--- src/verilog/usb_irq_consts.svh ---
// Register offsets, field positions, reset values and timing counts of the USB interrupt block.
`ifndef USB_IRQ_CONSTS_SVH
`define USB_IRQ_CONSTS_SVH

// ----------------------------------------------------------------
// Register offsets (byte addresses on the APB).
// ----------------------------------------------------------------
`define OFS_IRQ_ENABLE 8'h00
`define OFS_IRQ_DISABLE 8'h04
`define OFS_IRQ_MASK 8'h08
`define OFS_IRQ_STATUS 8'h0C
`define OFS_IRQ_CLEAR 8'h10
`define OFS_EP_FIFO_RESET 8'h14
`define OFS_EP_CSR0 8'h20

// ----------------------------------------------------------------
// Interrupt bit positions and reset values.
// ----------------------------------------------------------------
`define BIT_SUSPEND 8
`define BIT_RESUME 9
`define BIT_FRAME_START 11
`define BIT_BUS_RESET_DONE 12
`define BIT_WAKEUP 13
`define MASK_RESET 14'h0200
`define MASK_FIXED 14'h1000
`define MASK_VALID 14'h2B0F
`define CLEAR_VALID 14'h3B00
`define STATUS_RESET 14'h0000
`define EP_RESET_RESET 4'h0

// ----------------------------------------------------------------
// Endpoint control/status fields.
// ----------------------------------------------------------------
`define CSR_TRANSMIT_COMPLETE 0
`define CSR_BANK0 1
`define CSR_SETUP 2
`define CSR_STALL 3
`define CSR_TXPKT 4
`define CSR_FSTALL 5
`define CSR_BANK1 6
`define CSR_DIR 7
`define CSR_TYPE_LO 8
`define CSR_TOGGLE 11
`define CSR_ENABLE 15
`define CSR_COUNT_LO 16

// ----------------------------------------------------------------
// Endpoint count.
// ----------------------------------------------------------------
`define NUM_EP 4

// ----------------------------------------------------------------
// Timing: bus idle time before suspend.
// ----------------------------------------------------------------
`define SUSP_IDLE_US 3000
`define PCLK_MHZ 40
`define SUSP_IDLE_CYCLES (`SUSP_IDLE_US * `PCLK_MHZ)

`endif

--- src/verilog/usb_irq_pkg.sv ---
// Types shared by the USB interrupt and endpoint reset logic.
package usb_irq_pkg;

  // Bus idle watch; LIVE, QUIET, SUSP step one bit at a time, except SUSP back to LIVE, which changes both bits.
  typedef enum logic [1:0] {
    LINK_LIVE = 2'b00,
    LINK_QUIET = 2'b01,
    LINK_SUSP = 2'b11
  } link_state_t;

  typedef struct packed {
    logic transmit_complete;
    logic bank0;
    logic setup;
    logic stall;
    logic txpkt;
    logic fstall;
    logic bank1;
    logic dir;
    logic [2:0] ep_kind;
    logic toggle;
    logic enable;
    logic [10:0] count;
  } ep_state_t;

  typedef struct packed {
    link_state_t link;
    logic [16:0] idle;
    logic [13:0] mask;
    logic [13:0] status;
    logic [3:0] fifo_rst;
    logic [31:0] rdata;
  } irq_state_t;

endpackage

--- src/verilog/usb_ep_if.sv ---
// Signals between the interrupt block and one endpoint's control/status logic.
`timescale 1ns/1ps
interface usb_ep_if;
  logic wr;
  logic [31:0] wdata;
  logic fifo_rst;
  logic ev_setup;
  logic ev_bank0;
  logic ev_bank1;
  logic ev_transmit_complete;
  logic ev_stall;
  logic ev_byte;
  logic ev_toggle;
  logic [31:0] rdata;
  logic irq;
  logic toggle;
  modport ctl (output wr, wdata, fifo_rst, ev_setup, ev_bank0, ev_bank1, ev_transmit_complete,
    ev_stall, ev_byte, ev_toggle, input rdata, irq, toggle);
  modport ep (input wr, wdata, fifo_rst, ev_setup, ev_bank0, ev_bank1, ev_transmit_complete,
    ev_stall, ev_byte, ev_toggle, output rdata, irq, toggle);
endinterface

--- src/verilog/usb_ep_csr.sv ---
// One endpoint's control/status register, byte count and data toggle.
`timescale 1ns/1ps
`include "usb_irq_consts.svh"
module usb_ep_csr (
  // Clock and reset.
  input wire logic pclk,
  input wire logic presetn,
  // Link to the interrupt block.
  usb_ep_if.ep epi
);
  import usb_irq_pkg::*;

  usb_irq_pkg::ep_state_t s;
  usb_irq_pkg::ep_state_t next_s;

  // Software writes first, device events after, so a flag set in the
  // same cycle as a clearing write survives.
  always_comb begin
    next_s = s;
    if (epi.wr) begin
      next_s.transmit_complete = s.transmit_complete & epi.wdata[`CSR_TRANSMIT_COMPLETE]; // RULE_05
      next_s.bank0 = s.bank0 & epi.wdata[`CSR_BANK0];
      next_s.setup = s.setup & epi.wdata[`CSR_SETUP];
      next_s.stall = s.stall & epi.wdata[`CSR_STALL];
      next_s.bank1 = s.bank1 & epi.wdata[`CSR_BANK1];
      next_s.txpkt = s.txpkt | epi.wdata[`CSR_TXPKT];
      next_s.fstall = epi.wdata[`CSR_FSTALL];
      next_s.dir = epi.wdata[`CSR_DIR];
      next_s.ep_kind = epi.wdata[`CSR_TYPE_LO +: 3];
      next_s.enable = epi.wdata[`CSR_ENABLE];
    end
    if (epi.ev_setup) next_s.setup = 1'b1;
    if (epi.ev_bank0) next_s.bank0 = 1'b1;
    if (epi.ev_bank1) next_s.bank1 = 1'b1;
    if (epi.ev_stall) next_s.stall = 1'b1;
    if (epi.ev_transmit_complete) begin
      next_s.transmit_complete = 1'b1;
      next_s.txpkt = 1'b0;
    end
    if (epi.ev_byte && s.count != 11'h7FF) next_s.count = s.count + 11'h001;
    if (epi.ev_toggle) next_s.toggle = ~s.toggle;
    // Pointer reset wins over traffic and leaves every flag alone.
    if (epi.fifo_rst) begin
      next_s.count = 11'h000; // RULE_13 RULE_15
      next_s.toggle = 1'b0; // RULE_14
    end
  end

  // State register.
  always_ff @(posedge pclk or negedge presetn) begin
    if (!presetn) s <= '0;
    else s <= next_s;
  end

  // Read view and the endpoint's interrupt source.
  assign epi.rdata = {5'h00, s.count, s.enable, 3'h0, s.toggle, s.ep_kind, s.dir, s.bank1,
    s.fstall, s.txpkt, s.stall, s.setup, s.bank0, s.transmit_complete};
  assign epi.irq = s.setup | s.bank0 | s.bank1 | s.transmit_complete | s.stall; // RULE_04
  assign epi.toggle = s.toggle;
endmodule

--- src/verilog/usb_irq_ctrl.sv ---
// Interrupt mask/status, suspend watch, endpoint reset and APB slave of the USB port.
//
// Local design decisions: register access over APB and the register addresses.
`timescale 1ns/1ps
`include "usb_irq_consts.svh"
// Overview of operation
// (RULE_01) Mask bit 12 always reads one and cannot be disabled.
// (RULE_02) Mask bits 0 to 3 read one when that endpoint interrupt is enabled.
// (RULE_03) The resume mask bit is enabled straight out of reset.
// (RULE_04) Endpoint status rises on setup, bank0, bank1, transmit complete or stall flags.
// (RULE_05) Endpoint status stays until software clears the causing control/status flag.
// (RULE_06) Three milliseconds without bus activity sets suspend status and enters suspend.
// (RULE_07) Resume signalling on the port sets the resume status bit.
// (RULE_08) Software clears resume and wakeup status after reset through the clear register.
// (RULE_09) Every start-of-frame token sets the frame start status bit.
// (RULE_10) End of a bus reset sets its status bit; endpoint 0 ready.
// (RULE_11) Wakeup status records host resume or reset since the last clear.
// (RULE_12) Writing one to a clear register bit clears that status; zero does nothing.
// (RULE_13) Endpoint reset bit held one forces that endpoint's byte count to zero.
// (RULE_14) Endpoint reset also returns the data toggle to DATA0.
// (RULE_15) Software releases endpoint reset; the reset leaves control/status flags untouched.
// (RULE_16) Writing one to an enable bit sets the mask bit; zero does nothing.
// (RULE_17) Writing one to a disable bit clears the mask bit; zero does nothing.
// (RULE_18) Interrupt output is high while any enabled status bit is set.
module usb_irq_ctrl #(
  parameter int unsigned IDLE_CYCLES = `SUSP_IDLE_CYCLES
) (
  // Clock and reset.
  input wire logic pclk,
  input wire logic presetn,
  // APB slave.
  input wire logic psel,
  input wire logic penable,
  input wire logic pwrite,
  input wire logic [7:0] paddr,
  input wire logic [31:0] pwdata,
  output logic [31:0] prdata,
  output logic pready,
  output logic pslverr,
  // Bus events from the USB link.
  input wire logic bus_activity,
  input wire logic resume_seen,
  input wire logic sof_seen,
  input wire logic bus_reset_seen,
  input wire logic bus_reset_done,
  // Per-endpoint events from the USB link.
  input wire logic [3:0] setup_event,
  input wire logic [3:0] bank0_event,
  input wire logic [3:0] bank1_event,
  input wire logic [3:0] transmit_complete_event,
  input wire logic [3:0] stall_event,
  input wire logic [3:0] rx_byte_event,
  input wire logic [3:0] toggle_event,
  // Outputs to the USB link and the processor.
  output logic irq,
  output logic suspended,
  output logic [3:0] endpoint_fifo_reset,
  output logic [3:0] data_toggle
);
  import usb_irq_pkg::*;

  // ----------------------------------------------------------------
  // Decoding helpers.
  // ----------------------------------------------------------------

  // Byte address of an endpoint control/status register.
  function automatic logic [7:0] csr_addr(input int unsigned idx);
    csr_addr = `OFS_EP_CSR0 + 8'(idx * 4);
  endfunction

  // True for any address this slave answers.
  function automatic logic is_mapped(input logic [7:0] a);
    logic hit;
    hit = (a == `OFS_IRQ_ENABLE) || (a == `OFS_IRQ_DISABLE) || (a == `OFS_IRQ_MASK);
    hit = hit || (a == `OFS_IRQ_STATUS) || (a == `OFS_IRQ_CLEAR);
    hit = hit || (a == `OFS_EP_FIFO_RESET);
    for (int unsigned i = 0; i < `NUM_EP; i++) begin
      hit = hit || (a == csr_addr(i));
    end
    is_mapped = hit;
  endfunction

  // ----------------------------------------------------------------
  // State and endpoint links.
  // ----------------------------------------------------------------
  usb_irq_pkg::irq_state_t st;
  usb_irq_pkg::irq_state_t next_st;
  usb_ep_if epl [4] ();
  logic [3:0] ep_irq;
  logic [31:0] ep_rdata [4];
  logic [13:0] status_word;
  logic [13:0] mask_word;
  logic wr_en;
  logic rd_setup;
  logic idle_done;

  assign wr_en = psel & penable & pwrite;
  assign rd_setup = psel & ~penable;
  assign idle_done = (st.idle == 17'(IDLE_CYCLES - 2));

  // Endpoint status is live from the flags, so it is sticky exactly as
  // long as the causing flag stays set.
  assign status_word = {st.status[13:4], ep_irq}; // RULE_04 RULE_05
  assign mask_word = st.mask | `MASK_FIXED; // RULE_01

  // ----------------------------------------------------------------
  // Per-endpoint control/status logic.
  // ----------------------------------------------------------------
  for (genvar g = 0; g < `NUM_EP; g++) begin : g_ep
    assign epl[g].wr = wr_en && (paddr == csr_addr(g));
    assign epl[g].wdata = pwdata;
    assign epl[g].fifo_rst = st.fifo_rst[g]; // RULE_13 RULE_14
    assign epl[g].ev_setup = setup_event[g];
    assign epl[g].ev_bank0 = bank0_event[g];
    assign epl[g].ev_bank1 = bank1_event[g];
    assign epl[g].ev_transmit_complete = transmit_complete_event[g];
    assign epl[g].ev_stall = stall_event[g];
    assign epl[g].ev_byte = rx_byte_event[g];
    assign epl[g].ev_toggle = toggle_event[g];
    assign ep_irq[g] = epl[g].irq;
    assign ep_rdata[g] = epl[g].rdata;
    assign data_toggle[g] = epl[g].toggle;

    usb_ep_csr u_ep (
      .pclk(pclk),
      .presetn(presetn),
      .epi(epl[g].ep)
    );
  end

  // ----------------------------------------------------------------
  // Next-state logic.
  // ----------------------------------------------------------------

  // Mask, status, suspend watch, endpoint reset and read capture.
  always_comb begin
    logic [13:0] ev;
    logic [13:0] clr;
    ev = 14'h0000;
    clr = 14'h0000;
    next_st = st;

    // Suspend watch: idle must last the whole window without a break.
    case (st.link)
      LINK_LIVE: begin
        next_st.idle = 17'h00000;
        if (!bus_activity) next_st.link = LINK_QUIET;
      end
      LINK_QUIET: begin
        if (bus_activity) begin
          next_st.link = LINK_LIVE;
        end else if (idle_done) begin
          next_st.link = LINK_SUSP; // RULE_06
          ev[`BIT_SUSPEND] = 1'b1; // RULE_06
        end else begin
          next_st.idle = st.idle + 17'h00001;
        end
      end
      LINK_SUSP: begin
        if (bus_activity || resume_seen) next_st.link = LINK_LIVE;
      end
      default: next_st.link = LINK_LIVE;
    endcase

    // Bus events.
    ev[`BIT_RESUME] = resume_seen; // RULE_07
    ev[`BIT_FRAME_START] = sof_seen; // RULE_09
    ev[`BIT_BUS_RESET_DONE] = bus_reset_done; // RULE_10
    ev[`BIT_WAKEUP] = resume_seen | bus_reset_seen; // RULE_11

    // Register writes.
    if (wr_en) begin
      case (paddr)
        `OFS_IRQ_ENABLE: next_st.mask = st.mask | (pwdata[13:0] & `MASK_VALID); // RULE_16
        `OFS_IRQ_DISABLE: next_st.mask = st.mask & ~(pwdata[13:0] & `MASK_VALID); // RULE_17
        `OFS_IRQ_CLEAR: clr = pwdata[13:0] & `CLEAR_VALID; // RULE_12
        `OFS_EP_FIFO_RESET: next_st.fifo_rst = pwdata[3:0]; // RULE_15
        default: clr = 14'h0000;
      endcase
    end

    // Set wins over clear; the endpoint bits are never stored here.
    next_st.status = ((st.status & ~clr) | ev) & `CLEAR_VALID; // RULE_12

    // Read data is captured in the setup cycle so the access phase
    // answers from a flip-flop with no wait state.
    if (rd_setup) begin
      case (paddr)
        `OFS_IRQ_MASK: next_st.rdata = {18'h00000, mask_word}; // RULE_01 RULE_02
        `OFS_IRQ_STATUS: next_st.rdata = {18'h00000, status_word};
        `OFS_EP_FIFO_RESET: next_st.rdata = {28'h0000000, st.fifo_rst};
        default: next_st.rdata = 32'h00000000;
      endcase
      for (int unsigned i = 0; i < `NUM_EP; i++) begin
        if (paddr == csr_addr(i)) next_st.rdata = ep_rdata[i];
      end
    end
  end

  // ----------------------------------------------------------------
  // State register.
  // ----------------------------------------------------------------

  // Resume stays enabled out of reset so a host resume is seen even if
  // software powered the port down during suspend.
  always_ff @(posedge pclk or negedge presetn) begin
    if (!presetn) begin
      st.link <= LINK_LIVE;
      st.idle <= 17'h00000;
      st.mask <= `MASK_RESET; // RULE_03
      st.status <= `STATUS_RESET;
      st.fifo_rst <= `EP_RESET_RESET;
      st.rdata <= 32'h00000000;
    end else begin
      st <= next_st;
    end
  end

  // ----------------------------------------------------------------
  // Outputs.
  // ----------------------------------------------------------------

  // Zero wait states; unmapped addresses answer with an error.
  assign pready = 1'b1;
  assign pslverr = psel & penable & ~is_mapped(paddr);
  assign prdata = st.rdata;
  assign irq = |(status_word & mask_word); // RULE_18
  assign suspended = (st.link == LINK_SUSP);
  assign endpoint_fifo_reset = st.fifo_rst;
endmodule

--- config.mk ---
export PLATFORM = sky130hd
export DESIGN_NAME = usb_irq_ctrl
export DESIGN_NICKNAME = d
export VERILOG_FILES = /design/src/verilog/usb_irq_pkg.sv /design/src/verilog/usb_ep_if.sv /design/src/verilog/usb_ep_csr.sv /design/src/verilog/usb_irq_ctrl.sv
export VERILOG_INCLUDE_DIRS = /design/src /design/src/verilog
export SDC_FILE = /design/constraint.sdc
export NUM_CORES = 1
export LEC_CHECK = 0
export BUFFER_PORTS_ARGS = -buffer_cell sky130_fd_sc_hd__buf_2
export CAP_MARGIN = 30
export CELL_PAD_IN_SITES_DETAIL_PLACEMENT = 0
export CELL_PAD_IN_SITES_GLOBAL_PLACEMENT = 1
export CORE_MARGIN = 2
export CORE_UTILIZATION = 41
export DETAILED_ROUTE_END_ITERATION = 8
export GPL_ROUTABILITY_DRIVEN = 0
export PLACE_DENSITY = 0.8
export SKIP_LAST_GASP = 1
export SLEW_MARGIN = 15
export SYNTH_ARGS = -nofsm -noshare
export SYNTH_HDL_FRONTEND = slang
export SYNTH_HIERARCHICAL = 1
export SYNTH_SLANG_ARGS = --single-unit
--- constraint.sdc ---
create_clock -name pclk -period 1.5 [get_ports pclk]
set_input_delay 0.225 -clock pclk [delete_from_list [all_inputs] [get_ports pclk]]
set_output_delay 0.225 -clock pclk [all_outputs]
set_load 0.01 [all_outputs]
==> qor.yml <==
outcome:
  run_status: "finished with violations"
  failing_checks: "negative setup slack"
floorplan:
  dieWidth_um: 157
  die_area_um2: 24700
  rows: 56
  ioPinCount: 122
  coreArea_um2: 23300
  initial_core_util: 0.413
  die_height_um: 157
synthesis:
  synthesis.instances: 961
  ys_seq_area_frac: 0.427
  ys_ff_latch: 164
  yosys_warnings: 6
  synth_area_um2: 9610
  yosys.area.top_type_share: 0.424
  synthTopCellsByArea: "dfrtp_1 42%, buf_4 6.0%, mux2_2 4.7%"
  avgSynthCellArea_um2: 10.0
  yosys.area.top_type: "dfrtp_1"
  yosysMostFrequentCell: "dfrtp_1"
  yosys_most_used_dff: "dfrtp_1"
  synth-edff-count: 0
  async_set_or_reset_flop_fraction_in_the_synthesized_netlist: 1.00
  post_synth_most_frequent_cells: "163 x dfrtp_1, 83 x nand2_1, 77 x buf_4, 40 x mux2_2, 37 x nor2b_1"
  library_cells_used_by_synthesis: 75
pwr:
  power.static_leakage_nw: 5.69
  combPwrFrac: 0.312
  power.density_cell_area_nw_per_um2: 1180
  share_seq_of_total_power: 0.388
  internal_power_mw: 9.69
  power.switching_fraction: 0.355
  power.share.clock: 0.300
  max-vdd-ir-drop_uv: 791
  power.net_switching_mw: 5.34
drt:
  postRouteAntennaNets: 0
  route.final.wire_length_mm: 27.8
  detail_route.iter0.violations: 588
  post_drt_wl_per_cell_um: 18.1
  detailroute.via_count: 8321
  routed_via_density: 5.43
  drt_pass1_iterations: 4
  post-route-drc-count: 0
sta:
  number_of_pins_with_negative_max_slew_slack_in_the_final_report: 0
  timing.final.crit_period_ps: 2070
  worst_hold_slack_ps: 14.1
  post_route_setup_tns_ps: -1600
  max_freq_mhz: 483
  timing_hold_violations_final: 0
  finalClockSkew_ps: 12.9
  slew_headroom: 0.576
  setup_slack_ps: -571
  setup-violations-final: 15
  timing_worst_slew_pin_value_ps: 631
  rsz_0062_raised_after_global_routing: "yes"
  final.period_utilization: 1.38
global_route:
  grt_overflow: 0
  globalRouteTotalUtil: 0.229
  grt_first_pass_wirelength_mm: 44.3
  antenna_found_initial: 0
  grt_start_max_net_pins: 65
  grt_pass1_vias: 8228
worst_hold_path:
  min-delay-start: "bank0_event[1]"
  timing.hold.worst_endpoint: "g_ep[1].u_ep/epi.rdata[1]"
  hold_path_cell_cnt: 2
  worst_hold_path_type: "input pin to flip-flop"
cells_and_area:
  num-nets-final: 1285
  post_layout_nonfiller_instances: 1533
  drive_above_1_share: 0.379
  antenna_cells: 0
  area_growth_syn_to_layout_pct: 32.4
  multi_input_area_um2: 5170
  fill_cells: 2101
  final-seq-area_um2: 4120
worst_setup_path:
  cp_max_fo: 2
  worstPathRequired_ps: 1270
  r2r_slack_ps: -160
  critical_path.reg2reg.startpoint: "st[64]"
  reg2reg_depth: 6
  critical_path_start_type: "flip-flop"
  crit-reg2reg-capture: "st[82]"
  setup.worst_path.end_class: "output port"
  worst_ep_arrival_time_ps: 1850
  path_class: "flip-flop to output port"
placed_design:
  dp_cells: 1459
  worst_slack_after_detailed_placement_ps: -371
  place.port_buffers: 103
  post_detail_place_hpwl_mm: 19.9
flow_run:
  cap_viol_max_count: 0
clock_tree:
  cts_buffer_depth: 2
  cts_root_buf: "clkbuf_16"
  cts_tree: "built"
  cts.clk_slew.worst_paths_ps: 80
  sink_count_of_the_clock_tree: 164
  clock_latency_ps: 430
  htree_levels: 4
  tritoncts_buffers: 17
## how the worst max path moves through the flow
| stage | startpoint | endpoint | slack [ps] | cells past startpoint |
|---|---|---|---|---|
| 2_1_floorplan | paddr[1] | g_ep[1].u_ep/epi.rdata[10] | -200 | 6 |
| 3_3_place_gp | paddr[1] | flip-flop | -330 | 6 |
| 3_5_place_dp | paddr[1] | flip-flop | -370 | 6 |
| 4_1_cts | g_ep[2].u_ep/epi.rdata[2] | irq | -570 | 6 |
| 5_1_grt | g_ep[2].u_ep/epi.rdata[2] | irq | -690 | 6 |
| 6_report | g_ep[2].u_ep/epi.rdata[2] | irq | -570 | 6 |
## metal layers
metal | GRT usage | wire, um | up-vias
met5 | 0 | 0 | -
met4 | 0.0476 | 413 | 0
met3 | 0.0391 | 1050 | 29
met2 | 0.385 | 13600 | 202
met1 | 0.313 | 12700 | 4157
li1 | - | - | 3933
## critical path, cell delays in order, from the launching register on
cell and delay, ps:
dfrtp_1 400, nor3_2 170, nand2_1 130, a22o_1 250, a221oi_2 180, nand3_1 120, buf_2 160
## logic make-up after synthesis
family                   Yosys count  share of synthesized area
AO/OA/AOI/OAI                    243                      0.185
other                              5                    0.00195
flip-flops                       164                      0.427
AND/OR/NAND/NOR                  325                      0.207
buffers and inverters            143                     0.0868
multiplexers                      66                     0.0762
XOR/XNOR                           9                    0.00820
adder cells (fa/ha/maj)            6                    0.00781
## placed cells by master (no fill, tap or decap), types with 13 or more instances in the layout
cell type / instances
buf_4: 161
nand2_1: 80
a211o_1: 23
mux2_1: 14
buf_2: 101
mux2_2: 38
a21o_1: 32
nor3b_1: 13
dfrtp_2: 15
nand2b_1: 23
clkbuf_16: 17
dfrtp_1: 148
nor2b_1: 36
nor3_1: 13
nor2_1: 34
conb_1: 33
a21oi_1: 25
o21ai_1: 29
inv_1: 28
o21ai_0: 26
nand3_1: 31
o221ai_1: 27
dlygate4sd3_1: 23
## stage by stage
stage / power [mW] / util / instance area (um^2)
CTS: 14.9 / 0.534 / 12400
finish: 15.0 / 0.547 / 12700
global placement: 10.1 / 0.489 / 11400
global route: 15.9 / 0.547 / 12700
floorplan: 8.34 / - / 9870
detailed placement: 10.2 / 0.489 / 11400
## state kept, by name (all words and copies together), names as in the netlist, named ones only
signal and cells:
endpoint_fifo_reset 4, g_ep.u_ep/epi.rdata 92, prdata 32, g_ep.u_ep/epi.toggle 4, st 24
## power by group through the flow
stage	Clock, mW	Combinational, mW	Sequential (mW)
6_report	4.50	4.70	5.83
5_1_grt	4.81	5.16	5.92
4_1_cts	4.61	4.44	5.80
3_5_place_dp	0	4.30	5.88
3_3_place_gp	0	4.21	5.85
2_1_floorplan	0	2.40	5.94
## cell type report
type / instances / share of cell area
flip-flops and latches: 164 / 0.324
repair buffers: 307 / 0.180
clock buffers: 17 / 0.0334
clock inverters: 15 / 0.0163
well taps: 319 / 0.0314
inverters: 29 / 0.00856
multi-input cells: 682 / 0.406
## timing repair
item                                   4_1_cts  5_1_grt
pin swaps                                    8       16
endpoints found under the hold margin      186        2
resized for setup                           34       48
buffers inserted                             9       11
setup endpoints to repair                   27       53
hold buffers                                21        2
Note: power is estimated with default switching activity, not from simulation.
